### config.mk
export PLATFORM = sky130hd
export DESIGN_NAME = nvs_spi_front
export DESIGN_NICKNAME = d
export VERILOG_FILES = /design/src/verilog/nvs_pkg.sv /design/src/verilog/nvs_sclk_edge.sv /design/src/verilog/nvs_block_guard.sv /design/src/verilog/nvs_spi_front.sv
export VERILOG_INCLUDE_DIRS = /design/src /design/src/verilog
export SDC_FILE = /design/constraint.sdc
export NUM_CORES = 1
export LEC_CHECK = 0
export ABC_AREA = 1
export CELL_PAD_IN_SITES_DETAIL_PLACEMENT = 0
export CELL_PAD_IN_SITES_GLOBAL_PLACEMENT = 2
export CORE_MARGIN = 2
export CORE_UTILIZATION = 32
export CTS_CLUSTER_DIAMETER = 200
export DETAILED_ROUTE_END_ITERATION = 10
export DONT_BUFFER_PORTS = 1
export GPL_TIMING_DRIVEN = 0
export PLACE_DENSITY = 0.81
export SLEW_MARGIN = 15
export SYNTH_ARGS = -nofsm -noshare
export SYNTH_HDL_FRONTEND = slang
export SYNTH_SLANG_ARGS = --single-unit
### constraint.sdc
create_clock -name clk -period 1.59 [get_ports clk]
set_clock_uncertainty 0.1 [all_clocks]
set_input_delay 0 -clock clk [delete_from_list [all_inputs] [get_ports clk]]
set_output_delay 0 -clock clk [all_outputs]
set_load 0.02 [all_outputs]
### src/verilog/nvs_regs.svh
// Purpose: Opcodes, status bit positions and reset values of the SPI front end
// Assumes: Included by bare name from design files
// Notes:   Opcode values are plain defaults; change them here only
`ifndef NVS_REGS_SVH
`define NVS_REGS_SVH

// Instruction opcodes
`define NVS_OP_SET_WE   8'h06
`define NVS_OP_CLR_WE   8'h04
`define NVS_OP_STAT_RD  8'h05
`define NVS_OP_STAT_WR  8'h01
`define NVS_OP_MEM_RD   8'h03
`define NVS_OP_MEM_FRD  8'h0b
`define NVS_OP_MEM_WR   8'h02
`define NVS_OP_CLK_WR   8'h12
`define NVS_OP_SN_WR    8'hc2
`define NVS_OP_STORE    8'h3c
`define NVS_OP_RECALL   8'h60
`define NVS_OP_AS_ON    8'h59
`define NVS_OP_AS_OFF   8'h19

// Status bit positions
`define NVS_SB_RDY      0
`define NVS_SB_WE       1
`define NVS_SB_BG_LO    2
`define NVS_SB_BG_HI    3
`define NVS_SB_SNL      6
`define NVS_SB_ARM      7

// Status reset value
`define NVS_STAT_RST    8'h00

// Address bytes per memory frame, minus one
`define NVS_ADDR_LAST   2'h2

`endif

### src/verilog/nvs_pkg.sv
// Purpose: Shared types of the SPI front end
// Assumes: Nothing beyond the standard language
// Notes:   States are one-hot
package nvs_pkg;

   // Frame phase, one-hot
   typedef enum logic [7:0]
   {
      NVS_OPC   = 8'h01,  // Collecting opcode
      NVS_ADDR  = 8'h02,  // Collecting address bytes
      NVS_DUMMY = 8'h04,  // Fast read dummy byte
      NVS_RDATA = 8'h08,  // Memory data out
      NVS_WDATA = 8'h10,  // Memory data in
      NVS_SWR   = 8'h20,  // Status data in
      NVS_SRD   = 8'h40,  // Status data out
      NVS_SKIP  = 8'h80   // Ignore rest of frame
   } nvs_state_t;

endpackage

### src/verilog/nvs_sclk_edge.sv
// Purpose: Serial clock edge detection inside a selected frame
// Assumes: sclk and csN synchronous to clk
// Notes:   One pulse per serial clock edge
`timescale 1ns/1ps
module nvs_sclk_edge
   import nvs_pkg::*;
(
   // Clock and reset
   input  logic clk,
   input  logic srst,
   // Serial pins
   input  logic sclk,
   input  logic csN,
   // Edge pulses
   output logic rise,
   output logic fall
);

   // All state of this module
   typedef struct packed {
      logic sclkQ;  // Serial clock one cycle ago
   } nvs_edge_st_t;

   nvs_edge_st_t s;       // Current state
   nvs_edge_st_t next_s;  // Next state

   // Next state
   always_comb
   begin
      next_s       = s;
      next_s.sclkQ = sclk;
   end

   // State register
   always_ff @(posedge clk)
   begin
      if (srst)
      begin
         s <= '0;
      end
      else
      begin
         s <= next_s;
      end
   end

   // Edges only count while selected
   assign rise = sclk & ~s.sclkQ & ~csN;
   assign fall = ~sclk & s.sclkQ & ~csN;

endmodule // nvs_sclk_edge

### src/verilog/nvs_block_guard.sv
// Purpose: Decode of the two block guard bits against an address
// Assumes: Address width of at least two bits
// Notes:   Purely combinational
`timescale 1ns/1ps
module nvs_block_guard
   import nvs_pkg::*;
#(
   parameter int AW = 17  // Array address width
)
(
   // Guard setting
   input  logic          guardHi,
   input  logic          guardLo,
   // Address under test
   input  logic [AW-1:0] addr,
   // Result
   output logic          locked
);

   // Quarter, half or whole array from the top
   always_comb
   begin
      unique case ({guardHi, guardLo})
         2'b00:   locked = 1'b0;
         2'b01:   locked = &addr[AW-1:AW-2];
         2'b10:   locked = addr[AW-1];
         default: locked = 1'b1;
      endcase
   end

endmodule // nvs_block_guard

### src/verilog/nvs_spi_front.sv
// Purpose: SPI slave front end for a 128K x 8 nonvolatile SRAM
// Assumes: SPI pins synchronous to clk; SCK high and low each >= 4 clk
// Notes:   Modes 0 and 3; array, store engine and clock sit outside
//
// Overview of operation
// - Write-enable latch cleared after reset
// - Write commands ignored while latch clear
// - Set-write-enable command sets the latch
// - Completed write commands clear the latch
// - Clear-write-enable acts on chip-select rise
// - Guard bits protect quarter, half or all
// - Guarded addresses are never written
// - Armed low guard pin refuses status writes
// - Disarmed guard pin is ignored
// - Guard pin change spares running status write
// - Memory opcodes refused during store or recall
// - Read data leaves MSB first on falling
// - Read burst increments and wraps to zero
// - Fast read adds one dummy byte
// - Chip-select rise ends any read cleanly
// - Write burst increments and wraps to zero
// - Guarded bytes skipped, address still advances
// - Status write alters only bits 2,3,6,7
`timescale 1ns/1ps
`include "nvs_regs.svh"
module nvs_spi_front
   import nvs_pkg::*;
#(
   parameter int AW = 17  // Array address width
)
(
   // Clock and reset
   input  logic          clk,
   input  logic          srst,
   // SPI pins
   input  logic          csN,
   input  logic          sclk,
   input  logic          mosi,
   output logic          miso,
   output logic          misoOe,
   // Guard pin and busy sources
   input  logic          writeGuardPinN,
   input  logic          hardwareStoreBusyPinN,
   input  logic          nvBusy,
   // Array read port
   output logic [AW-1:0] memRdAddr,
   output logic          memRdEn,
   input  logic [7:0]    memRdData,
   // Array write port
   output logic [AW-1:0] memWrAddr,
   output logic [7:0]    memWrData,
   output logic          memWrEn,
   // Nonvolatile engine requests
   output logic          storeReq,
   output logic          recallReq,
   output logic          autosaveOnReq,
   output logic          autosaveOffReq,
   // Status view
   output logic [7:0]    statusBits
);

   // All state of this module
   typedef struct packed {
      nvs_state_t    state;    // Frame phase
      logic [7:0]    sr;       // Input shift register
      logic [2:0]    bitCnt;   // Bits of current byte
      logic [1:0]    byteCnt;  // Address bytes taken
      logic [7:0]    op;       // Opcode of frame
      logic [AW-1:0] addr;     // Burst address
      logic [AW-1:0] wrAddr;   // Address of pending write
      logic [7:0]    wrData;   // Data of pending write
      logic [7:0]    rdByte;   // Byte fetched for output
      logic [7:0]    txSr;     // Output shift register
      logic          rdReq;    // Array read strobe
      logic          rdLat;    // Read data arrives now
      logic          wrReq;    // Array write strobe
      logic          we;       // Write-enable latch
      logic          bgLo;     // Block guard low bit
      logic          bgHi;     // Block guard high bit
      logic          arm;      // Pin guard arming bit
      logic          snl;      // Serial number lock
      logic          wrOk;     // Status write permitted
      logic          pend;     // Action due at frame end
      logic          miso;     // Output bit
      logic          oe;       // Output enable
      logic          storeReq;
      logic          recallReq;
      logic          asOnReq;
      logic          asOffReq;
   } nvs_core_st_t;

   localparam logic [7:0] STAT_RST = `NVS_STAT_RST;  // Status after reset

   // Reset value of the whole state
   localparam nvs_core_st_t CORE_RST = '{
      state:   NVS_OPC,
      we:      STAT_RST[`NVS_SB_WE],
      bgLo:    STAT_RST[`NVS_SB_BG_LO],
      bgHi:    STAT_RST[`NVS_SB_BG_HI],
      arm:     STAT_RST[`NVS_SB_ARM],
      snl:     STAT_RST[`NVS_SB_SNL],
      default: '0
   };

   nvs_core_st_t s;         // Current state
   nvs_core_st_t next_s;    // Next state
   logic         rise;      // Serial clock rising
   logic         fall;      // Serial clock falling
   logic         lockCur;   // Burst address guarded
   logic         busy;      // Store or recall running
   logic [7:0]   rxByte;    // Byte including new bit
   logic         byteEnd;   // Last bit of a byte
   logic [7:0]   outSrc;    // Byte to start sending
   logic [2:0]   guardBits; // Arm and guard status bits

   // Serial clock edges
   nvs_sclk_edge u_edge
   (
      .clk  (clk),
      .srst (srst),
      .sclk (sclk),
      .csN  (csN),
      .rise (rise),
      .fall (fall)
   );

   // Block guard against the burst address
   nvs_block_guard #(.AW(AW)) u_guard
   (
      .guardHi (s.bgHi),
      .guardLo (s.bgLo),
      .addr    (s.addr),
      .locked  (lockCur)
   );

   // Busy from nonvolatile engine or store pin
   assign busy    = nvBusy | ~hardwareStoreBusyPinN;
   // Sample data in on the rising edge
   assign rxByte  = {s.sr[6:0], mosi};
   assign byteEnd = rise & (s.bitCnt == 3'h7);
   assign outSrc  = (s.state == NVS_SRD) ? statusBits : s.rdByte;
   assign guardBits = {s.arm, s.bgHi, s.bgLo};

   // Status byte assembly, bits 4 and 5 read zero
   always_comb
   begin
      statusBits               = 8'h00;
      statusBits[`NVS_SB_RDY]  = busy;
      statusBits[`NVS_SB_WE]   = s.we;
      statusBits[`NVS_SB_BG_LO] = s.bgLo;
      statusBits[`NVS_SB_BG_HI] = s.bgHi;
      statusBits[`NVS_SB_SNL]  = s.snl;
      statusBits[`NVS_SB_ARM]  = s.arm;
   end

   // Frame decoder and datapath
   always_comb
   begin
      next_s           = s;
      // Strobes last one cycle
      next_s.rdReq     = 1'b0;
      next_s.wrReq     = 1'b0;
      next_s.storeReq  = 1'b0;
      next_s.recallReq = 1'b0;
      next_s.asOnReq   = 1'b0;
      next_s.asOffReq  = 1'b0;
      // Capture array data one cycle after the strobe
      next_s.rdLat     = s.rdReq;
      if (s.rdLat)
      begin
         next_s.rdByte = memRdData;
      end
      if (csN)
      begin
         // Deselected: end frame, back to standby
         next_s.state  = NVS_OPC;
         next_s.bitCnt = 3'h0;
         next_s.oe     = 1'b0;
         next_s.miso   = 1'b0;
         if (s.pend)
         begin
            // Completed write-class frame drops the latch
            next_s.we   = 1'b0;
            next_s.pend = 1'b0;
            // Engine requests fire at frame end
            next_s.storeReq  = (s.op == `NVS_OP_STORE);
            next_s.recallReq = (s.op == `NVS_OP_RECALL);
            next_s.asOnReq   = (s.op == `NVS_OP_AS_ON);
            next_s.asOffReq  = (s.op == `NVS_OP_AS_OFF);
         end
      end
      else
      begin
         if (rise)
         begin
            // Shift in one bit
            next_s.sr     = rxByte;
            next_s.bitCnt = s.bitCnt + 3'h1;
         end
         if (byteEnd)
         begin
            unique case (s.state)
               NVS_OPC:
               begin
                  next_s.op    = rxByte;
                  next_s.state = NVS_SKIP;
                  case (rxByte)
                     `NVS_OP_SET_WE:
                     begin
                        next_s.we = 1'b1;
                     end
                     `NVS_OP_CLR_WE:
                     begin
                        next_s.pend = 1'b1;
                     end
                     `NVS_OP_STAT_RD:
                     begin
                        next_s.state = NVS_SRD;
                     end
                     `NVS_OP_STAT_WR:
                     begin
                        // Without the latch the frame is ignored
                        if (s.we)
                        begin
                           next_s.state = NVS_SWR;
                           // Pin judged once, at opcode time
                           next_s.wrOk  = ~s.arm | writeGuardPinN;
                        end
                     end
                     `NVS_OP_MEM_RD, `NVS_OP_MEM_FRD:
                     begin
                        // Refused while store or recall runs
                        if (!busy)
                        begin
                           next_s.state   = NVS_ADDR;
                           next_s.byteCnt = 2'h0;
                        end
                     end
                     `NVS_OP_MEM_WR:
                     begin
                        if (s.we && !busy)
                        begin
                           next_s.state   = NVS_ADDR;
                           next_s.byteCnt = 2'h0;
                        end
                     end
                     `NVS_OP_CLK_WR, `NVS_OP_SN_WR, `NVS_OP_STORE,
                     `NVS_OP_RECALL, `NVS_OP_AS_ON, `NVS_OP_AS_OFF:
                     begin
                        // Accepted only with the latch set
                        next_s.pend = s.we;
                     end
                     default:
                     begin
                        // Unknown opcode: ignore frame
                        next_s.state = NVS_SKIP;
                     end
                  endcase
               end
               NVS_ADDR:
               begin
                  // Top bits of first byte fall off the register
                  next_s.addr    = AW'({s.addr, rxByte});
                  next_s.byteCnt = s.byteCnt + 2'h1;
                  if (s.byteCnt == `NVS_ADDR_LAST)
                  begin
                     if (s.op == `NVS_OP_MEM_WR)
                     begin
                        next_s.state = NVS_WDATA;
                     end
                     else if (s.op == `NVS_OP_MEM_FRD)
                     begin
                        next_s.state = NVS_DUMMY;
                     end
                     else
                     begin
                        next_s.state = NVS_RDATA;
                        next_s.rdReq = 1'b1;
                     end
                  end
               end
               NVS_DUMMY:
               begin
                  // Dummy byte done, fetch first byte
                  next_s.state = NVS_RDATA;
                  next_s.rdReq = 1'b1;
               end
               NVS_RDATA:
               begin
                  // Next address, wrapping at top; input ignored
                  next_s.addr  = s.addr + AW'(1);
                  next_s.rdReq = 1'b1;
               end
               NVS_WDATA:
               begin
                  // Guarded bytes dropped, address moves on
                  next_s.wrReq  = ~lockCur;
                  next_s.wrAddr = s.addr;
                  next_s.wrData = rxByte;
                  next_s.addr   = s.addr + AW'(1);
                  next_s.pend   = 1'b1;
               end
               NVS_SWR:
               begin
                  // Only guard, lock and arm bits can change
                  if (s.wrOk)
                  begin
                     next_s.bgLo = rxByte[`NVS_SB_BG_LO];
                     next_s.bgHi = rxByte[`NVS_SB_BG_HI];
                     next_s.arm  = rxByte[`NVS_SB_ARM];
                     next_s.snl  = s.snl | rxByte[`NVS_SB_SNL];
                  end
                  next_s.pend  = 1'b1;
                  next_s.state = NVS_SKIP;
               end
               NVS_SRD:
               begin
                  // Status repeats while selected
                  next_s.state = NVS_SRD;
               end
               NVS_SKIP:
               begin
                  // Wait for a fresh select
                  next_s.state = NVS_SKIP;
               end
            endcase
         end
         if (fall && (s.state == NVS_RDATA || s.state == NVS_SRD))
         begin
            // Drive out on the falling edge, MSB first
            next_s.oe = 1'b1;
            if (s.bitCnt == 3'h0)
            begin
               next_s.miso = outSrc[7];
               next_s.txSr = {outSrc[6:0], 1'b0};
            end
            else
            begin
               next_s.miso = s.txSr[7];
               next_s.txSr = {s.txSr[6:0], 1'b0};
            end
         end
      end
   end

   // State register
   always_ff @(posedge clk)
   begin
      if (srst)
      begin
         s <= CORE_RST;
      end
      else
      begin
         s <= next_s;
      end
   end

   // Outputs straight from flops
   assign miso           = s.miso;
   assign misoOe         = s.oe;
   assign memRdAddr      = s.addr;
   assign memRdEn        = s.rdReq;
   assign memWrAddr      = s.wrAddr;
   assign memWrData      = s.wrData;
   assign memWrEn        = s.wrReq;
   assign storeReq       = s.storeReq;
   assign recallReq      = s.recallReq;
   assign autosaveOnReq  = s.asOnReq;
   assign autosaveOffReq = s.asOffReq;

   // Latch clear after reset
   property p_we_reset;
      @(posedge clk) srst |=> !s.we;
   endproperty
   a_we_reset: assert property (p_we_reset) else $error("latch set after reset");

   // Memory write phase only entered with the latch set
   property p_wr_needs_we;
      @(posedge clk) disable iff (srst)
      $rose(s.state == NVS_WDATA) |-> $past(s.we);
   endproperty
   a_wr_needs_we: assert property (p_wr_needs_we) else $error("write without latch");

   // Set command sets the latch next cycle
   property p_set_we;
      @(posedge clk) disable iff (srst)
      (!csN && byteEnd && s.state == NVS_OPC && rxByte == `NVS_OP_SET_WE) |=> s.we;
   endproperty
   a_set_we: assert property (p_set_we) else $error("latch not set");

   // Pending action clears the latch at deselect
   property p_pend_clear;
      @(posedge clk) disable iff (srst)
      ($rose(csN) && s.pend) |=> !s.we;
   endproperty
   a_pend_clear: assert property (p_pend_clear) else $error("latch kept");

   // No write strobe to a guarded address
   property p_guard_write;
      @(posedge clk) disable iff (srst)
      memWrEn |-> !$past(lockCur);
   endproperty
   a_guard_write: assert property (p_guard_write) else $error("guarded write");

   // Refused status write leaves bits alone
   property p_stat_refused;
      @(posedge clk) disable iff (srst)
      (!csN && byteEnd && s.state == NVS_SWR && !s.wrOk) |=> $stable(guardBits);
   endproperty
   a_stat_refused: assert property (p_stat_refused) else $error("status changed");

   // Memory read opcode while busy is skipped
   property p_busy_skip;
      @(posedge clk) disable iff (srst)
      (!csN && byteEnd && s.state == NVS_OPC && rxByte == `NVS_OP_MEM_RD && busy)
      |=> s.state == NVS_SKIP;
   endproperty
   a_busy_skip: assert property (p_busy_skip) else $error("read while busy");

   // Burst address wraps to zero
   property p_wrap;
      @(posedge clk) disable iff (srst)
      (!csN && byteEnd && s.state == NVS_RDATA && &s.addr) |=> s.addr == '0;
   endproperty
   a_wrap: assert property (p_wrap) else $error("no wrap");

   // First bit of a byte is the fetched MSB
   property p_msb_first;
      @(posedge clk) disable iff (srst)
      (!csN && fall && s.state == NVS_RDATA && s.bitCnt == 3'h0) |=> miso == s.rdByte[7];
   endproperty
   a_msb_first: assert property (p_msb_first) else $error("bad first bit");

   // Deselect ends output within one cycle and holds idle
   property p_cs_end;
      @(posedge clk) disable iff (srst)
      csN ##1 csN |-> (s.state == NVS_OPC && !misoOe);
   endproperty
   a_cs_end: assert property (p_cs_end) else $error("frame not ended");

   // Main scenarios
   c_mem_write: cover property (@(posedge clk) disable iff (srst) memWrEn);
   c_fast_read: cover property (@(posedge clk) disable iff (srst)
      s.op == `NVS_OP_MEM_FRD && s.state == NVS_RDATA && misoOe);
   c_stat_write: cover property (@(posedge clk) disable iff (srst)
      byteEnd && s.state == NVS_SWR && s.wrOk);
   c_store: cover property (@(posedge clk) disable iff (srst) storeReq);

endmodule // nvs_spi_front

==> flow_summary.ini, run 1 <==
[synthesis]
synth_area_um2 = 5230
synth.avg_cell_area_um2 = 6.98
ys_ff_latch = 102
yosysSeqAreaShare_pct = 39.1
ys_types = 35
synth_cells = 749
ys_warn_count = 0

[power_and_ir_drop]
power_density_nw_per_um2 = 746
combPwrFrac_pct = 5.6
power_frac_clock_pct = 43.3
peakVddDrop_mv = 0.531
finalPower_mw = 5.08
seq_power_share_pct = 51.1
switchingPower_mw = 1.28
intPower_mw = 3.81
switching_share_pct = 25.1
p_leak_nw = 2.80

[routing]
wl_met1_mm = 7.84
dr.pass1.iters = 5
wl_per_cell_um = 16.4
ant_nets = 0
wl_met3_um = 728
drcViolationCount = 0
top_layer = met4
route.vias.total = 5075
wl_met2_mm = 7.98
drtIter0Drc = 403
wl_mm = 16.9
avgViaCountPerCell = 4.94

[sta]
hold_slack_ns = 0.0288
slew_headroom_pct = 36.0
hold_violations = 0
rsz0062_at_grt = true
finalSetupViolCount = 57
finalCritPeriodShare_pct = 107
drv_slew = 0
final.min_clock_period_ns = 1.70
tightest_slew_ns = 0.961
setup_slack_ns = -0.111
fmax_mhz = 588

[outcome]
status = complete, but fails checks
violations = setup timing

[hold_path]
min_from = sclk
holdCritPathClass = in2reg

[clocking]
numCtsBuffers = 9
htreeDepth = 3
clock_tree.buffer_depth = 2
clk_transition_reported_paths_ns = 0.07
cts_tree = built
clk_latency_ns = 0.36
cts.sinks = 102
clockRootBuffer = clkbuf_16

[floorplanning]
die_area_um2 = 17400
die_w_um = 132
coreArea_um2 = 15900
io_pins = 74
start_util_pct = 32.8
fp-row-count = 46
die_y_um = 132

[global_route]
antenna_found_initial = 0
grt_use_total_pct = 19.2
grt_pass1_wl_mm = 26.2
gr-total-overflow = 0
grt_max_degree = 17
grt_pass1_vias = 4851

[final_layout]
finalNetCount = 828
multi_input_area_um2 = 2820
fin_area_um2 = 6810
drive_above_1_share_pct = 30.7
fillers = 1645
diodes = 0
final_common_cell = nand2_1
layout_common_cells = nand2_1 (97), dfxtp_1 (81), nor2_1 (79)
regArea_um2 = 2070
stdcell_count = 1028
syn_to_final_growth_pct = 30.4

[critical_path]
critPathMaxFanout = 5
startpoint_type = flop
worstSetupPathType = reg2reg
endpoint_kind = flop
reg2reg_from = s[85]$_SDFFE_PP0P_
worstPathRequired_ns = 1.69
cp.arrival_ns = 1.80
critPathLaunch = s[85]$_SDFFE_PP0P_

[placed_design]
place_congestion = 0.892
dp_hpwl_mm = 11.8
place_area_um2 = 5520
portBuffers = 0
dp_cells = 966
place_ws_ns = -0.418

[job]
cap_violations = 0
layout make-up:
| type | instances | share of cell area [%] |
|---|---|---|
| repair inverters | 1 | 0.110 |
| clock inverters | 5 | 0.496 |
| multi-input cells | 499 | 41.4 |
| plain buffers | 72 | 8.34 |
| well taps | 216 | 3.97 |
| repair buffers | 46 | 7.01 |
| clock buffers | 11 | 3.71 |
| flip-flops and latches | 102 | 30.4 |
| inverters | 76 | 4.63 |
layer usage:
layer | up-vias | track usage, %
met3 | 22 | 2.85
met4 | 0 | 6.58
met1 | 2398 | 25.5
li1 | 2526 | -
met5 | - | 0
met2 | 129 | 32.1
final timing paths:
kind                          endpoint  slack, ns  cells after the start
max          memRdAddr[5]$_SDFFE_PP0P_      -0.11                     10
min                 memRdEn$_SDFF_PP0_       0.03                      5
min reg2reg         s[17]$_SDFFE_PP0P_       0.37                      2
max reg2reg  memRdAddr[5]$_SDFFE_PP0P_      -0.11                     10
sequential cells by signal (all words and copies together) (netlist names), 5 cells and up:
signal and cells:
statusBits 5, rxByte 7, memRdAddr 17, memWrData 8, s 39, memWrAddr 17
stage by stage:
stage	setup TNS [ns]	util (%)
after global routing	-8.90	42.7
after global placement	-15.74	34.6
final	-2.84	42.7
after floorplan	0	-
after CTS	-2.00	40.4
after detailed placement	-17.59	34.6
worst max-delay path, cell delays in order, from the launching register on:
cell     delay, ns
dfxtp_2       0.36
ha_4          0.14
ha_4          0.13
nand4_4       0.15
inv_8         0.16
nand2_8       0.08
nand2_8       0.12
inv_8         0.05
buf_6         0.13
nand2_1       0.06
a21oi_1       0.06
Yosys cell counts, drive strengths merged:
library cell,instances,share of area (%)
a211oi,1,0.14
a21oi,80,7.8
a31oi,2,0.24
buf,63,8.7
clkbuf,11,0.79
conb,1,0.072
dfxtp,102,39
ha,5,1.2
inv,76,5.5
nand2,123,9.6
nand3,43,4.3
nand3b,1,0.14
nand4,12,1.7
nor2,109,8.8
nor3,13,1.2
nor4,3,0.36
o211ai,1,0.14
o21ai,93,8.9
o21bai,4,0.57
or2,4,0.48
xor2,2,0.34
logic make-up after synthesis:
family / Yosys count / share of synthesized area (%)
AOI/OAI and AO/OA: 181 / 17.8
xor gates and xnor gates: 2 / 0.335
adders and majority gates: 5 / 1.20
buffers and inverters: 150 / 14.9
DFF: 102 / 39.1
other: 1 / 0.0718
and+or+nand+nor: 308 / 26.6
power by group through the flow:
stage                     clock network [mW]  registers, mW  logic (mW)
after floorplan                            0           2.64       0.149
after global placement                     0           2.65       0.226
after detailed placement                   0           2.65       0.227
after CTS                               2.25           2.59       0.258
after global routing                    2.33           2.60       0.316
final                                   2.20           2.60       0.285
timing repair:
item,CTS,global route
endpoints found under the hold margin,36,17
endpoints found under the setup margin,76,87
hold buffers,13,1
gates cloned,3,4
buffers inserted,19,9
pin swaps,20,23
resized for setup,106,115
No activity file was read; power rests on OpenSTA's default activity.
==> inputs of run 2 (changes only) <==
- CORE_ASPECT_RATIO: unset -> 1.2
==> flow_summary.ini, run 2 (synthesis gave the netlist of run 1 again) <==
[sta]
finalCritPeriodShare_pct = 107
final.min_clock_period_ns = 1.71
slew_headroom_pct = 52.9
setup_slack_ns = -0.116
tightest_slew_ns = 0.706
fmax_mhz = 586
hold_violations = 0
rsz0062_at_grt = true
drv_slew = 0
finalSetupViolCount = 67

[placed_design]
place_area_um2 = 5510
place_congestion = 0.885
portBuffers = 0
dp_cells = 962
dp_hpwl_mm = 11.9

[clocking]
numCtsBuffers = 9
clk_latency_ns = 0.36
clockRootBuffer = clkbuf_16
cts_tree = built
cts.sinks = 102
htreeDepth = 3
clock_tree.buffer_depth = 2
clk_transition_reported_paths_ns = 0.07

[final_layout]
fin_area_um2 = 6890
final_common_cell = nand2_1
stdcell_count = 1029
fillers = 1687
diodes = 0
finalNetCount = 833
layout_common_cells = nand2_1 (101), dfxtp_1 (89), nor2_1 (81)
top_register = s
largest_reg_flops = 39
drive_above_1_share_pct = 30.2
syn_to_final_growth_pct = 31.9

[routing]
route.vias.total = 5055
wl_mm = 16.8
wl_per_cell_um = 16.3
ant_nets = 0
drcViolationCount = 0
dr.pass1.iters = 4
avgViaCountPerCell = 4.91
drtIter0Drc = 288

[power_and_ir_drop]
peakVddDrop_mv = 0.493
p_leak_nw = 2.86
power_density_nw_per_um2 = 745

[job]
cap_violations = 0

[critical_path]
cp.arrival_ns = 1.86
critPathMaxFanout = 5
startpoint_type = flop
worstPathRequired_ns = 1.75
endpoint_kind = flop
worstSetupPathType = reg2reg

[floorplanning]
die_w_um = 121
die_y_um = 144
die_area_um2 = 17400
coreArea_um2 = 16100
fp-row-count = 51
io_pins = 74
start_util_pct = 32.5

[global_route]
grt_pass1_vias = 4747
grt_pass1_wl_mm = 25.4
grt_max_degree = 17
grt_use_total_pct = 19.3
gr-total-overflow = 0
antenna_found_initial = 0

[outcome]
violations = setup timing
status = complete, but fails checks

[hold_path]
holdCritPathClass = in2reg
## run 2: changes by cell type in the layout (fill, tap and decap cells not counted), moves of 4 or more
cell     previous run  this run
nor2_2             16        12
nand2_2            16        12
a21oi_1            71        67
dfxtp_2            20        11
o21ai_1            32        48
nand2_1            97       101
buf_4              70        74
o21ai_0            44        28
a21oi_2             9        13
dfxtp_1            81        89
## run 2: final timing paths
kind	start	to	slack (ns)	cells after the start
min reg2reg	s[19]$_SDFFE_PP0P_	s[19]$_SDFFE_PP0P_	0.37	2
max reg2reg	s[86]$_SDFFE_PP0P_	s[100]$_SDFFE_PP0P_	-0.12	8
min	sclk	statusBits[6]$_SDFFE_PP0P_	0.007	6
max	s[86]$_SDFFE_PP0P_	s[100]$_SDFFE_PP0P_	-0.12	8
## run 2: what timing repair did
item,CTS,global route
hold buffers,12,0
setup endpoints to repair,85,87
buffers inserted,22,10
hold endpoints to repair,37,0
gates cloned,5,3
pin swaps,15,17
resized for setup,115,116
## run 2: through the flow
| stage | setup WS, ns | hold WS (ns) | total power [mW] | util (%) | setup TNS [ns] |
|---|---|---|---|---|---|
| floorplan | 0.00231 | 0.00697 | 2.79 | - | 0 |
| global placement | -0.247 | 0.00915 | 2.86 | 34.3 | -14.38 |
| detailed placement | -0.272 | 0.0152 | 2.86 | 34.3 | -15.86 |
| CTS | -0.105 | 0.0183 | 5.14 | 40.2 | -4.46 |
| global route | -0.200 | 0.0296 | 5.32 | 42.9 | -10.17 |
| finish | -0.116 | 0.00689 | 5.13 | 42.9 | -4.63 |
## run 2: where the power goes
| part | internal [mW] | switching, mW | leakage (nW) |
|---|---|---|---|
| Sequential | 2.57 | 0.0267 | 0.830 |
| Clock | 1.22 | 1.04 | 0.134 |
| Combinational | 0.0967 | 0.190 | 1.89 |
| Total | 3.88 | 1.25 | 2.86 |
## run 2: area by class of cell
cell class	count	area (um^2)	share of cell area (%)
Clock buffer	10	229	3.32
Timing Repair inverter	1	6.26	0.0908
Sequential cell	102	2060	29.9
Multi-Input combinational cell	499	2830	41.0
Timing Repair Buffer	50	527	7.64
Inverter	76	323	4.68
Buffer	73	588	8.53
Tap cell	212	265	3.85
Clock inverter	6	62.6	0.908
## run 2: worst max-delay path: stages, from the launching register on
cell	delay (ns)
dfxtp_1	0.45
ha_4	0.18
nand4_4	0.14
buf_4	0.18
nor2_4	0.13
nand2_4	0.08
clkbuf_16	0.16
a21oi_2	0.13
nor2_1	0.06
## run 2: routing by layer
layer	vias up	track usage, %	wire [um]
li1	2529	-	-
met1	2413	22.7	7000
met2	92	34.8	8840
met3	21	3.19	608
met4	0	7.71	324
met5	-	0	0
==> inputs of run 3 (changes only) <==
- CORE_ASPECT_RATIO: 1.2 -> unset
- REMOVE_ABC_BUFFERS: unset -> 1
==> flow_summary.ini, run 3 (synthesis gave the netlist of run 1 again) <==
[routing]
wl_mm = 16.7
wl_met2_mm = 8.07
wl_per_cell_um = 16.7
wl_met1_mm = 7.39
avgViaCountPerCell = 5.02
drcViolationCount = 0
route.vias.total = 5012
drtIter0Drc = 291
top_layer = met4
dr.pass1.iters = 5
ant_nets = 0
wl_met3_um = 864

[placed_design]
portBuffers = 0
place_congestion = 0.874
dp_hpwl_mm = 9.97
place_ws_ns = -0.550

[final_layout]
final_common_cell = nand2_1
largest_reg_flops = 39
finalNetCount = 800
layout_common_cells = nand2_1 (100), nor2_1 (81), dfxtp_1 (77)
drive_above_1_share_pct = 27.1
regArea_um2 = 2100
top_register = s
multi_input_area_um2 = 2940
syn_to_final_growth_pct = 30.7
diodes = 0
post-route-util_pct = 42.8
fillers = 1620

[sta]
finalSetupViolCount = 62
hold_slack_ns = 0.00577
rsz0062_at_grt = true
hold_violations = 0
tightest_slew_ns = 0.740
finalCritPeriodShare_pct = 108
slew_headroom_pct = 50.5
final.min_clock_period_ns = 1.72
drv_slew = 0
setup_slack_ns = -0.130
fmax_mhz = 581

[floorplanning]
die_area_um2 = 17400
die_y_um = 132
io_pins = 74
coreArea_um2 = 15900
start_util_pct = 32.8
fp-row-count = 46
die_w_um = 132

[power_and_ir_drop]
switchingPower_mw = 1.25
switching_share_pct = 25.0
combPwrFrac_pct = 5.6
power_frac_clock_pct = 43.1
power_density_nw_per_um2 = 735
seq_power_share_pct = 51.3
peakVddDrop_mv = 0.519
intPower_mw = 3.77
p_leak_nw = 2.62

[critical_path]
cp.arrival_ns = 1.92
endpoint_kind = flop
worstPathRequired_ns = 1.79
worstSetupPathType = reg2reg
rrSetupSlack_ns = -0.13
r2r-end = memRdAddr[12]$_SDFFE_PP0P_
startpoint_type = flop
reg2regPathDepth = 10
critical-path-max-stage-delay_ns = 0.36
reg2reg_from = s[84]$_SDFFE_PP0P_
critPathMaxFanout = 8
path_cells = ha_4 > ha_4 > nand4_4 > inv_8 > buf_12 > nand2_8 > nand2_8 > buf_4 > o21ai_1 > a21oi_1
crit_path_top_delay_cell = dfxtp_2
critPathLaunch = s[84]$_SDFFE_PP0P_

[global_route]
grt_use_total_pct = 18.8
antenna_found_initial = 0
grt_pass1_vias = 4747
gr-total-overflow = 0
grt_pass1_wl_mm = 26.0
grt_max_degree = 29

[hold_path]
holdPathStages = 3
holdCritPathClass = in2reg
min_from = csN
hold_end = rxByte[2]$_SDFFE_PP0P_

[clocking]
clock_tree.buffer_depth = 2
htreeDepth = 3
numCtsBuffers = 9
clk_transition_reported_paths_ns = 0.08
clockRootBuffer = clkbuf_16
clk_latency_ns = 0.36
cts_tree = built
cts.sinks = 102

[outcome]
violations = setup timing
status = complete, but fails checks

[job]
cap_violations = 0
-- run 3: metrics by stage --
| stage | instance area [um^2] | std cells | TNS [ns] | power (mW) |
|---|---|---|---|---|
| final | 6830 | 999 | -4.42 | 5.02 |
| after global routing | 6830 | 999 | -9.82 | 5.20 |
| after CTS | 6380 | 977 | -3.29 | 5.05 |
| after detailed placement | 5060 | 894 | -24.49 | 2.83 |
| after global placement | 5000 | 892 | -48.93 | 2.83 |
| after floorplan | 4730 | 676 | -13.91 | 2.77 |
-- run 3: how the worst max path moves through the flow --
| stage | slack (ns) | end | cells past startpoint |
|---|---|---|---|
| finish | -0.13 | memRdAddr[12]$_SDFFE_PP0P_ | 10 |
| global route | -0.20 | memWrAddr[0]$_SDFFE_PP0P_ | 9 |
| CTS | -0.10 | memRdAddr[2]$_SDFFE_PP0P_ | 10 |
| detailed placement | -0.55 | statusBits[1]$_SDFFE_PP0P_ | 8 |
| global placement | -1.39 | memWrEn$_SDFF_PP0_ | 6 |
| floorplan | -0.53 | memWrAddr[10]$_SDFFE_PP0P_ | 7 |
-- run 3: power by group through the flow --
stage	registers, mW	clock network, mW	logic (mW)
floorplan	2.64	0	0.128
global placement	2.65	0	0.177
detailed placement	2.65	0	0.186
CTS	2.58	2.22	0.247
global route	2.58	2.31	0.305
finish	2.58	2.16	0.280
-- run 3: area by class of cell --
| class | instances | area share, % |
|---|---|---|
| clock buffer | 10 | 3.50 |
| multi-input combinational | 506 | 43.0 |
| sequential | 102 | 30.7 |
| timing repair buffer | 82 | 13.2 |
| clock inverter | 5 | 0.605 |
| inverter | 76 | 4.84 |
| tap | 216 | 3.96 |
| timing repair inverter | 2 | 0.238 |
-- run 3: routing by layer --
layer | vias to the layer above | track usage, %
li1 | 2470 | -
met1 | 2385 | 24.5
met2 | 131 | 30.9
met3 | 26 | 3.96
met4 | 0 | 6.28
met5 | - | 0
-- run 3: timing repair --
item	in CTS	in global routing
endpoints found under the setup margin	78	96
resized for setup	127	89
buffers inserted	31	16
cloned	8	4
hold endpoints to repair	60	26
pin swaps	20	22
hold buffers	29	2
-- run 3: critical path, delay by kind of cell (launching register included) --
kind            cells  cell delay (ns)
flops               1             0.36
buf+inv             3             0.37
compound gates      2             0.17
simple gates        3             0.37
fa+ha+maj           2             0.27
